<file path="src/ptm_pkg.sv">
package ptm_pkg;

  // Register indexes on the byte-wide port
  localparam logic [2:0] ADDR_CTRL0  = 3'h0;
  localparam logic [2:0] ADDR_CTRL1  = 3'h1;
  localparam logic [2:0] ADDR_CNT_LO = 3'h2;
  localparam logic [2:0] ADDR_CNT_HI = 3'h3;
  localparam logic [2:0] ADDR_CA_LO  = 3'h4;
  localparam logic [2:0] ADDR_CA_HI  = 3'h5;
  localparam logic [2:0] ADDR_CP_LO  = 3'h6;
  localparam logic [2:0] ADDR_CP_HI  = 3'h7;

  // Control register 0 fields
  localparam int C0_PAUSE  = 7;
  localparam int C0_CKS_HI = 6;
  localparam int C0_CKS_LO = 4;
  localparam int C0_ON     = 3;
  localparam logic [7:0] C0_MASK  = 8'hf8;
  localparam logic [7:0] C0_RESET = 8'h00;

  // Control register 1 fields
  localparam int C1_MODE_HI = 7;
  localparam int C1_MODE_LO = 6;
  localparam int C1_IO_HI   = 5;
  localparam int C1_IO_LO   = 4;
  localparam int C1_OC      = 3;
  localparam int C1_POL     = 2;
  localparam int C1_CCLR    = 0;
  localparam logic [7:0] C1_MASK  = 8'hfd;
  localparam logic [7:0] C1_RESET = 8'h00;

  localparam logic [2:0] CKS_SYS4  = 3'h0;
  localparam logic [2:0] CKS_SYS   = 3'h1;
  localparam logic [2:0] CKS_H16   = 3'h2;
  localparam logic [2:0] CKS_H64   = 3'h3;
  localparam logic [2:0] CKS_SUB0  = 3'h4;
  localparam logic [2:0] CKS_SUB1  = 3'h5;
  localparam logic [2:0] CKS_EXT_R = 3'h6;
  localparam logic [2:0] CKS_EXT_F = 3'h7;

  localparam logic [1:0] MODE_CMP   = 2'h0;
  localparam logic [1:0] MODE_UNDEF = 2'h1;
  localparam logic [1:0] MODE_PWM   = 2'h2;
  localparam logic [1:0] MODE_TMR   = 2'h3;

  localparam logic [1:0] IO_NONE = 2'h0;
  localparam logic [1:0] IO_LOW  = 2'h1;
  localparam logic [1:0] IO_HIGH = 2'h2;
  localparam logic [1:0] IO_TGL  = 2'h3;

  localparam logic [1:0] SYS_DIV4  = 2'h3;
  localparam logic [3:0] H_DIV16   = 4'hf;
  localparam logic [5:0] H_DIV64   = 6'h3f;

  typedef struct packed {
    logic [2:0] addr;
    logic [7:0] wdata;
    logic       wr;
    logic       rd;
  } reg_req_s;

  typedef struct packed {
    logic tick_high;
    logic tick_sub;
    logic ext_clk;
  } clk_src_s;

endpackage : ptm_pkg

</file>
<file path="src/periodic_timer_core.sv">
// Decided for this implementation: the address-and-strobe port and the register addresses.
`timescale 1ns/1ps
module periodic_timer_core
  import ptm_pkg::*;
#(
  parameter int CNT_W = 16
) (
  input  wire logic       i_mclk,
  input  wire logic       i_rst,
  input  wire logic [2:0] i_addr,
  input  wire logic [7:0] i_wdata,
  input  wire logic       i_wr,
  input  wire logic       i_rd,
  input  wire logic       i_tick_high,
  input  wire logic       i_tick_sub,
  input  wire logic       i_external_clock_input,
  output logic [7:0]      o_rdata,
  output logic            o_timer_output_pin,
  output logic            o_timer_output_inverted,
  output logic            o_irq_a,
  output logic            o_irq_p
);

  localparam int HI_W = CNT_W - 8;

  typedef struct packed {
    logic [7:0]       ctrl0;
    logic [7:0]       ctrl1;
    logic [CNT_W-1:0] cnt;
    logic [CNT_W-1:0] cmp_a;
    logic [CNT_W-1:0] cmp_p;
    logic [7:0]       buf8;
    logic [1:0]       sys_div;
    logic [3:0]       h16;
    logic [5:0]       h64;
    logic             ext_s1;
    logic             ext_s2;
    logic             ext_d;
    logic             pin;
    logic [7:0]       rdata;
    logic             out_p;
    logic             out_n;
    logic             irq_a;
    logic             irq_p;
  } state_s;

  state_s st_r;
  state_s st_nxt;

  function automatic logic [7:0] hi_byte(input logic [CNT_W-1:0] v);
    hi_byte = 8'h00;
    hi_byte[HI_W-1:0] = v[CNT_W-1:8];
  endfunction : hi_byte

  function automatic logic [CNT_W-1:0] join_val(input logic [7:0] hi,
                                                input logic [7:0] lo);
    join_val = {hi[HI_W-1:0], lo};
  endfunction : join_val

  // Counter clock enable for the selected source
  function automatic logic tick_sel(input logic [2:0] cks,
                                    input state_s     s,
                                    input clk_src_s   c);
    case (cks)
      CKS_SYS4:  tick_sel = (s.sys_div == SYS_DIV4);
      CKS_SYS:   tick_sel = 1'b1;
      CKS_H16:   tick_sel = c.tick_high && (s.h16 == H_DIV16);
      CKS_H64:   tick_sel = c.tick_high && (s.h64 == H_DIV64);
      CKS_SUB0,
      CKS_SUB1:  tick_sel = c.tick_sub;
      // One tick per synchronised edge
      CKS_EXT_R: tick_sel = s.ext_s2 && !s.ext_d;
      CKS_EXT_F: tick_sel = !s.ext_s2 && s.ext_d;
      default:   tick_sel = 1'b0;
    endcase
  endfunction : tick_sel

  reg_req_s req;
  clk_src_s src;
  logic     on_rise;
  logic     tick;
  logic     match_a;
  logic     match_p;
  logic     ovf;
  logic     clr;
  logic     pin_v;
  logic [1:0] mode;
  logic [1:0] iofn;

  always_comb begin
    req       = '{addr: i_addr, wdata: i_wdata, wr: i_wr, rd: i_rd};
    src       = '{tick_high: i_tick_high,
                  tick_sub:  i_tick_sub,
                  ext_clk:   i_external_clock_input};
    st_nxt    = st_r;
    mode      = st_r.ctrl1[C1_MODE_HI:C1_MODE_LO];
    iofn      = st_r.ctrl1[C1_IO_HI:C1_IO_LO];
    on_rise   = 1'b0;
    // Prescalers run freely
    st_nxt.sys_div = st_r.sys_div + 2'h1;
    if (src.tick_high) begin
      st_nxt.h16 = st_r.h16 + 4'h1;
      st_nxt.h64 = st_r.h64 + 6'h1;
    end
    // Two-stage synchroniser then edge detect
    st_nxt.ext_s1 = src.ext_clk;
    st_nxt.ext_s2 = st_r.ext_s1;
    st_nxt.ext_d  = st_r.ext_s2;
    tick = tick_sel(st_r.ctrl0[C0_CKS_HI:C0_CKS_LO], st_r, src);
    // Comparators over all counter bits
    match_a = (st_r.cnt == st_r.cmp_a);
    match_p = (st_r.cnt == st_r.cmp_p);
    ovf     = (st_r.cnt == {CNT_W{1'b1}});
    if (mode == MODE_PWM) begin
      clr = match_p;
    end else if (st_r.ctrl1[C1_CCLR]) begin
      clr = match_a;
    end else if (st_r.cmp_p == '0) begin
      // Zero period wraps at the top, else count sticks at zero
      clr = ovf;
    end else begin
      clr = match_p;
    end
    // Counting only while on and not paused
    st_nxt.irq_a = 1'b0;
    st_nxt.irq_p = 1'b0;
    if (st_r.ctrl0[C0_ON] && !st_r.ctrl0[C0_PAUSE] && tick) begin
      st_nxt.cnt   = clr ? '0 : st_r.cnt + 1'b1;
      st_nxt.irq_a = match_a;
      st_nxt.irq_p = match_p;
      if (mode == MODE_CMP && match_a) begin
        case (iofn)
          IO_NONE: st_nxt.pin = st_r.pin;
          IO_LOW:  st_nxt.pin = 1'b0;
          IO_HIGH: st_nxt.pin = 1'b1;
          IO_TGL:  st_nxt.pin = !st_r.pin;
          default: st_nxt.pin = st_r.pin;
        endcase
      end else if (mode == MODE_PWM && iofn == IO_HIGH) begin
        if (match_p) begin
          st_nxt.pin = st_r.ctrl1[C1_OC];
        end else if (match_a) begin
          st_nxt.pin = !st_r.ctrl1[C1_OC];
        end
      end
    end
    // Register port
    st_nxt.rdata = 8'h00;
    if (req.rd) begin
      case (req.addr)
        ADDR_CTRL0:  st_nxt.rdata = st_r.ctrl0 & C0_MASK;
        ADDR_CTRL1:  st_nxt.rdata = st_r.ctrl1;
        ADDR_CNT_HI: begin
          st_nxt.rdata = hi_byte(st_r.cnt);
          st_nxt.buf8  = st_r.cnt[7:0];
        end
        ADDR_CA_HI: begin
          st_nxt.rdata = hi_byte(st_r.cmp_a);
          st_nxt.buf8  = st_r.cmp_a[7:0];
        end
        ADDR_CP_HI: begin
          st_nxt.rdata = hi_byte(st_r.cmp_p);
          st_nxt.buf8  = st_r.cmp_p[7:0];
        end
        ADDR_CNT_LO,
        ADDR_CA_LO,
        ADDR_CP_LO:  st_nxt.rdata = st_r.buf8;
        default:     st_nxt.rdata = 8'h00;
      endcase
    end
    if (req.wr) begin
      case (req.addr)
        ADDR_CTRL0: begin
          st_nxt.ctrl0 = req.wdata & C0_MASK;
          on_rise = req.wdata[C0_ON] && !st_r.ctrl0[C0_ON];
        end
        ADDR_CTRL1:  st_nxt.ctrl1 = req.wdata & C1_MASK;
        ADDR_CA_LO,
        ADDR_CP_LO:  st_nxt.buf8  = req.wdata;
        ADDR_CA_HI:  st_nxt.cmp_a = join_val(req.wdata, st_r.buf8);
        ADDR_CP_HI:  st_nxt.cmp_p = join_val(req.wdata, st_r.buf8);
        default:     st_nxt.buf8  = st_r.buf8;
      endcase
    end
    if (on_rise) begin
      st_nxt.cnt = '0;
      if (mode != MODE_TMR) begin
        st_nxt.pin = st_r.ctrl1[C1_OC];
      end
    end
    pin_v = (mode == MODE_TMR) ? st_nxt.pin
                               : st_nxt.pin ^ st_nxt.ctrl1[C1_POL];
    st_nxt.out_p = pin_v;
    st_nxt.out_n = !pin_v;
  end

  always_ff @(posedge i_mclk) begin
    if (i_rst) begin
      st_r       <= '0;
      st_r.ctrl0 <= C0_RESET;
      st_r.ctrl1 <= C1_RESET;
    end else begin
      st_r <= st_nxt;
    end
  end

  assign o_rdata                 = st_r.rdata;
  assign o_timer_output_pin      = st_r.out_p;
  assign o_timer_output_inverted = st_r.out_n;
  assign o_irq_a                 = st_r.irq_a;
  assign o_irq_p                 = st_r.irq_p;

endmodule : periodic_timer_core

</file>
<file path="config.mk">
export PLATFORM = sky130hd
export DESIGN_NAME = periodic_timer_core
export DESIGN_NICKNAME = d
export VERILOG_FILES = /design/src/ptm_pkg.sv /design/src/periodic_timer_core.sv
export SDC_FILE = /design/constraint.sdc
export NUM_CORES = 1
export LEC_CHECK = 0
export BUFFER_PORTS_ARGS = -buffer_cell sky130_fd_sc_hd__buf_2
export CORE_MARGIN = 3
export CORE_UTILIZATION = 55
export CTS_CLUSTER_DIAMETER = 120
export DETAILED_ROUTE_END_ITERATION = 10
export PLACE_DENSITY = 0.73
export SLEW_MARGIN = 20
export SYNTH_ARGS = -nofsm -noshare
export SYNTH_HDL_FRONTEND = slang
export SYNTH_SLANG_ARGS = --single-unit
</file>
<file path="constraint.sdc">
create_clock -name i_mclk -period 2.5 [get_ports i_mclk]
set_input_delay 0 -clock i_mclk [delete_from_list [all_inputs] [get_ports i_mclk]]
set_output_delay 0 -clock i_mclk [all_outputs]
set_load 0.02 [all_outputs]
</file>
# Word level (Yosys, flattened, before mapping)

Cells that the tools add are included.

Bits in registers: 96
Memories: 0
Bits in latches: 0
Output and inout port bits: 12
RAM bits: 0
ROM bits: 0
Word-level logic and storage cells: 108

Eq/ne operators: 27
Add/subtract/negate cells: 4
Magnitude comparators: 0
Shift-type cells: 0
Reductions and logical operators: 32
Multiplexer cells: 23
Multipliers: 0
Divide/modulo/power cells: 0
Bitwise logic cells: 3

Operator list:

| operator                                                        | count |
|---|---|
| 8-bit one-hot mux with 6 select lines                           | 1 |
| 16-bit == test                                                  | 2 |
| 3-bit == test, second input constant                            | 8 |
| 8-bit one-hot mux with 3 select lines                           | 1 |
| 16-bit by 1-bit adder with 16-bit output, second input constant | 1 |
| 16-bit == test, second input constant                           | 1 |
| 16-bit logical NOT                                              | 1 |
| 16-bit two-way mux                                              | 1 |
| 8-bit two-way mux                                               | 2 |
| 8-bit one-hot mux with 2 select lines                           | 1 |
| 1-bit two-way mux                                               | 13 |
| 3-bit by 2-bit == test with 1-bit output, second input constant | 4 |
| 2-bit == test, second input constant                            | 5 |
| 2-bit OR reduction                                              | 5 |
| 1-bit logical AND                                               | 9 |
| 2-bit AND reduction                                             | 4 |
| 1-bit logical NOT                                               | 7 |
| 1-bit one-hot mux with 7 select lines                           | 1 |
| 6-bit by 1-bit adder with 6-bit output, second input constant   | 1 |
| 3-bit by 1-bit == test with 1-bit output, second input constant | 2 |
| 6-bit == test, second input constant                            | 1 |
| 3-bit logical NOT                                               | 2 |
| 3-bit two-way mux                                               | 2 |
| 4-bit by 1-bit adder with 4-bit output, second input constant   | 1 |
| other kinds (11)                                                | 13 |

# Depth between registers and ports, before layout

Word-level depth: 11
Mapped depth: 10

# Worst setup path after synthesis

OpenSTA, ideal clock, no wires.

Path kind: register to register
From: reg st_r[68] in the netlist's numbering
To: reg st_r (netlist bit o_timer_output_inverted)
Data required time: 2375 ps
Arrival: 1929 ps
Period minus slack after synthesis: 2053 ps
Stages on the path, launching flop included: 9
Buffers on the path: 1
Slack: 447 ps
Library setup time: 125 ps
Cells stage by stage: dfxtp_1 buf_6 xor2_2 nor4_2 nand4_1 a2111o_1 a311oi_2 o22ai_2 mux2i_1

Word-level cells in the longest chain between the ends: 11
Elaborated cells between the ends (all ways): 13
Those cells by class: 2 x eq/ne; 8 x mux; 1 x bitwise; 2 x reduce/logical

Ends and longest elaborated chain:

| item                   | RTL line                   | text |
|---|---|---|
| from (decl)            | periodic_timer_core.sv:47  | `state_s st_r;` |
| from (signal assigned) | periodic_timer_core.sv:203 | `st_r <= st_nxt;` |
| 16-bit == test         | periodic_timer_core.sv:111 | `match_a = (st_r.cnt == st_r.cmp_a);` |
| 1-bit two-way mux      | periodic_timer_core.sv:142 | `end else if (match_a) begin` |
| 1-bit two-way mux      | periodic_timer_core.sv:140 | `if (match_p) begin` |
| 1-bit two-way mux      | periodic_timer_core.sv:139 | `end else if (mode == MODE_PWM && iofn == IO_HIGH) begin` |
| 1-bit two-way mux *    | periodic_timer_core.sv:131 | `if (mode == MODE_CMP && match_a) begin` |
| 1-bit two-way mux *    | periodic_timer_core.sv:127 | `if (st_r.ctrl0[C0_ON] && !st_r.ctrl0[C0_PAUSE] && tick) begin` |
| 1-bit two-way mux      | periodic_timer_core.sv:187 | `if (mode != MODE_TMR) begin` |
| 1-bit two-way mux *    | periodic_timer_core.sv:185 | `if (on_rise) begin` |
| 1-bit bitwise XOR      | periodic_timer_core.sv:192 | `: st_nxt.pin ^ st_nxt.ctrl1[C1_POL];` |
| 1-bit two-way mux *    | periodic_timer_core.sv:191 | `pin_v = (mode == MODE_TMR) ? st_nxt.pin` |
| 1-bit logical NOT *    | periodic_timer_core.sv:194 | `st_nxt.out_n = !pin_v;` |

Mark *: on every way between the ends. The rest lies on a longest branch, timed or not.
A chain may end at the register's enable or synchronous reset.

# Final worst setup path

From: reg st_r[68] in the netlist's numbering
To: reg st_r[69] in the netlist's numbering

Word-level cells in the longest chain between the ends: 5
Elaborated cells between the ends (all ways): 8
Those cells by class: 1 x add/sub; 3 x eq/ne; 4 x mux

Ends and longest elaborated chain:

| item                                                                                             | RTL line                   | text |
|---|---|---|
| parallel branches: the longest is 4 deep, another holds 16-bit by 1-bit adder with 16-bit output | -                          |  |
| 16-bit two-way mux *                                                                             | periodic_timer_core.sv:128 | `st_nxt.cnt = clr ? '0 : st_r.cnt + 1'b1;` |

Every way passes the cells marked *.

==> impl_results.md <==
* Status: completed
* Ranking of synthesized cells by area: dfxtp_1 39%, nand2_1 6.7%, a21oi_1 5.9%, xnor2_1 5.7%, nor2_1 4.7%
* Pin count of the biggest net entering global routing at 35
* HP Class: primary input to register
* Clock Path Buffers at 2
* Pwr/cell area at 547 mW/mm^2
* Synth top area share at 0.392
* Global route overflow at 0
* Setup violations, final at 0
* Io pins at 30
* Syn_nets at 592
* Final period util at 0.916
* Worst Path Required at 2760 ps
* CP arrival at 2550 ps
* Fmax at 0.437 GHz
* Gr usage total at 0.257
* Sequential share of the synthesized area at 0.392
* Slew @ Worst Pin at 693 ps
* CTS buffer count at 9
* Root buffer cell: clkbuf_8
* RD Place Congestion at 0.929
* Drt total wl at 12600 um
* Synth area leader: dfxtp_1
* Initial core utilization at 0.583
* Yosys warns at 0
* Clock Sinks at 96
* #FFs+latches synth at 96
* CP max stage delay at 550 ps
* Worst-path cell chain: xnor2_1 -> nand4_1 -> nor4_2 -> nor2_1 -> a311oi_1 -> a211o_1 -> buf_4 -> nor2_1
* Number of cell rows at 33
* Vias at 4211
* Clk_lat worst skew at 370 ps
* Total Nets Final at 609
* DR pass1 iterations at 5
* HP Start: i_tick_high
* Worst setup path startpoint: st_r[68]
* # port buffers at 29
* Commonest non-fill, non-tap cell in the layout: dfxtp_1
* Post-CTS Setup Bufs at 0
* # Max-Cap Violations at 0
* Area Growth Syn to Fin at 8.23%
* Worst path bufs/invs at 1
* Initial antenna violation count at 0
* Htree depth at 3
* Die X at 100 um
* CP max FO at 16
* Placed wire-length estimate at 9100 um
* Antenna cells at 0
* Area of the core at 0.00842 mm^2
* CP most frequent cell: nor2_1
* CP Class: register to register
* Chip height at 100 um
* Top FF cell, synth: dfxtp_1
* Total negative slack at 0 ps
* DP Cell Count at 672
* RSZ-0062 raised after global routing: false
* EDFF count, synth at 0
* Tmin final at 2290 ps
* Maximum vdd drop at 0.338 mV
* DR iter-0 viols at 439
* Post-Syn Area at 0.00491 mm^2
* Slew margin rel. at 0.538
* Leak pwr at 2.01 nW
* Post-synthesis cell count at 570
* Post-DR vias/cell at 6.04
* Reg clk slew, reported paths at 90 ps
* Vias in the first global route at 3879
* Async set-or-reset flop fraction in the synthesized netlist at 0
* CTS tree: done
* Slowest CP cell: nor4_2
* Max-slew violation count at 0
* CP top delay family: simple AND/OR/NAND/NOR gates
* Post-route DRC violation count at 0
* Hold Violations, Final at 0
* Die ar. at 0.0101 mm^2
* Syn avg cell area at 8.61 um^2
* CP endpoint kind: register
* Crit path launch type: register
* Final cell count without fillers at 697
* Commonest non-fill, non-tap cells in the layout: 95 x dfxtp_1, 87 x nand2_1, 62 x nor2_1
* Skew final at 9.86 ps
* First-pass GRT wire length at 20100 um
* RR Startpoint: st_r[68]
* Synth cell types at 54
* Filler cell count at 750
* Post-route ant nets at 0
* Final core occ at 0.631
* Post-detailed-route wirelength per cell at 18.0 um
* Fraction of layout instances using a drive strength above 1 at 0.157
[where the power goes]
part	internal, mW	switching (mW)
Clock	0.444	0.541
Combinational	0.123	0.185
Sequential	1.57	0.0451
[layer usage]
metal  wire (um)  global-route usage  vias up
met5           0                   0        -
met4         236              0.0808        0
met3         959              0.0561       24
met2        5970               0.413      183
met1        5400               0.345     2011
li1            -                   -     1993
[what timing repair did]
action | in CTS | in global routing
hold buffers | 9 | 0
setup endpoints to repair | 0 | 1
endpoints found under the hold margin | 25 | 0
resized for setup | 0 | 1
[worst min-delay path, cell delays in order]
cell	delay, ps
buf_2	170
mux2i_1	140
nor2_1	70
[final timing paths]
path	to	slack [ps]	cells after the start
max	st_r[69]	210	8
min	st_r[17]	40	3
min reg2reg	st_r[26]	440	1
max reg2reg	st_r[69]	210	8
[kinds of logic (layout without fill, tap and decap cells)]
group | count (synthesis) | in the layout | share of synthesized area
simple gates | 224 | 224 | 0.219
fa+ha+maj | 4 | 4 | 0.0102
mux | 34 | 34 | 0.0892
buf+inv | 55 | 77 | 0.0647
flops | 96 | 96 | 0.392
xor+xnor | 54 | 54 | 0.0979
compound gates | 103 | 103 | 0.127
[sequential cells by signal, indices dropped and copies added, names as in the netlist, 2 cells and up]
register	flops
mode	2
st_r	78
iofn	2
o_rdata	8
st_nxt	2
[synthesized netlist by cell type, types with 2 or more instances]
library cell  number
and3b_1            2
and4_1             2
xor2_1            21
inv_1              6
dfxtp_1           96
a211oi_1           8
nor2b_1            5
nor3b_1            8
xnor2_1           32
buf_1              2
a22o_1             7
nor4_1            16
nand3_1            6
nor4_2             3
clkbuf_1          21
mux2_2             8
a21oi_1           58
and3_1             2
nand2_1           87
a21boi_1           2
o21ai_0           15
nand4_1           12
ha_1               4
nand2b_1           3
mux4_2             7
buf_4              8
mux2i_1           19
buf_2              9
nor3_1             7
buf_6              8
nor2_2             2
nor2_1            62
[layout make-up]
type                    instances  area [um^2]  area share
multi-input cells             419         2670       0.502
flip-flops and latches         96         1920       0.362
repair buffers                 55          375      0.0707
clock buffers                  12          165      0.0311
well taps                     105          131      0.0247
clock inverters                 4         26.3     0.00495
inverters                       6         22.5     0.00424
[stage by stage]
stage | worst slack (ps) | hold slack, ps | cell area (um^2) | total power [mW]
2_1_floorplan | 447 | 128 | 4910 | 1.84
3_3_place_gp | 301 | 215 | 5030 | 1.93
3_5_place_dp | 228 | 243 | 5030 | 1.94
4_1_cts | 215 | 38.3 | 5310 | 2.91
5_1_grt | 6.25 | 50.5 | 5310 | 3.02
6_report | 210 | 39.3 | 5310 | 2.91
No activity file was read; power rests on OpenSTA's default activity.
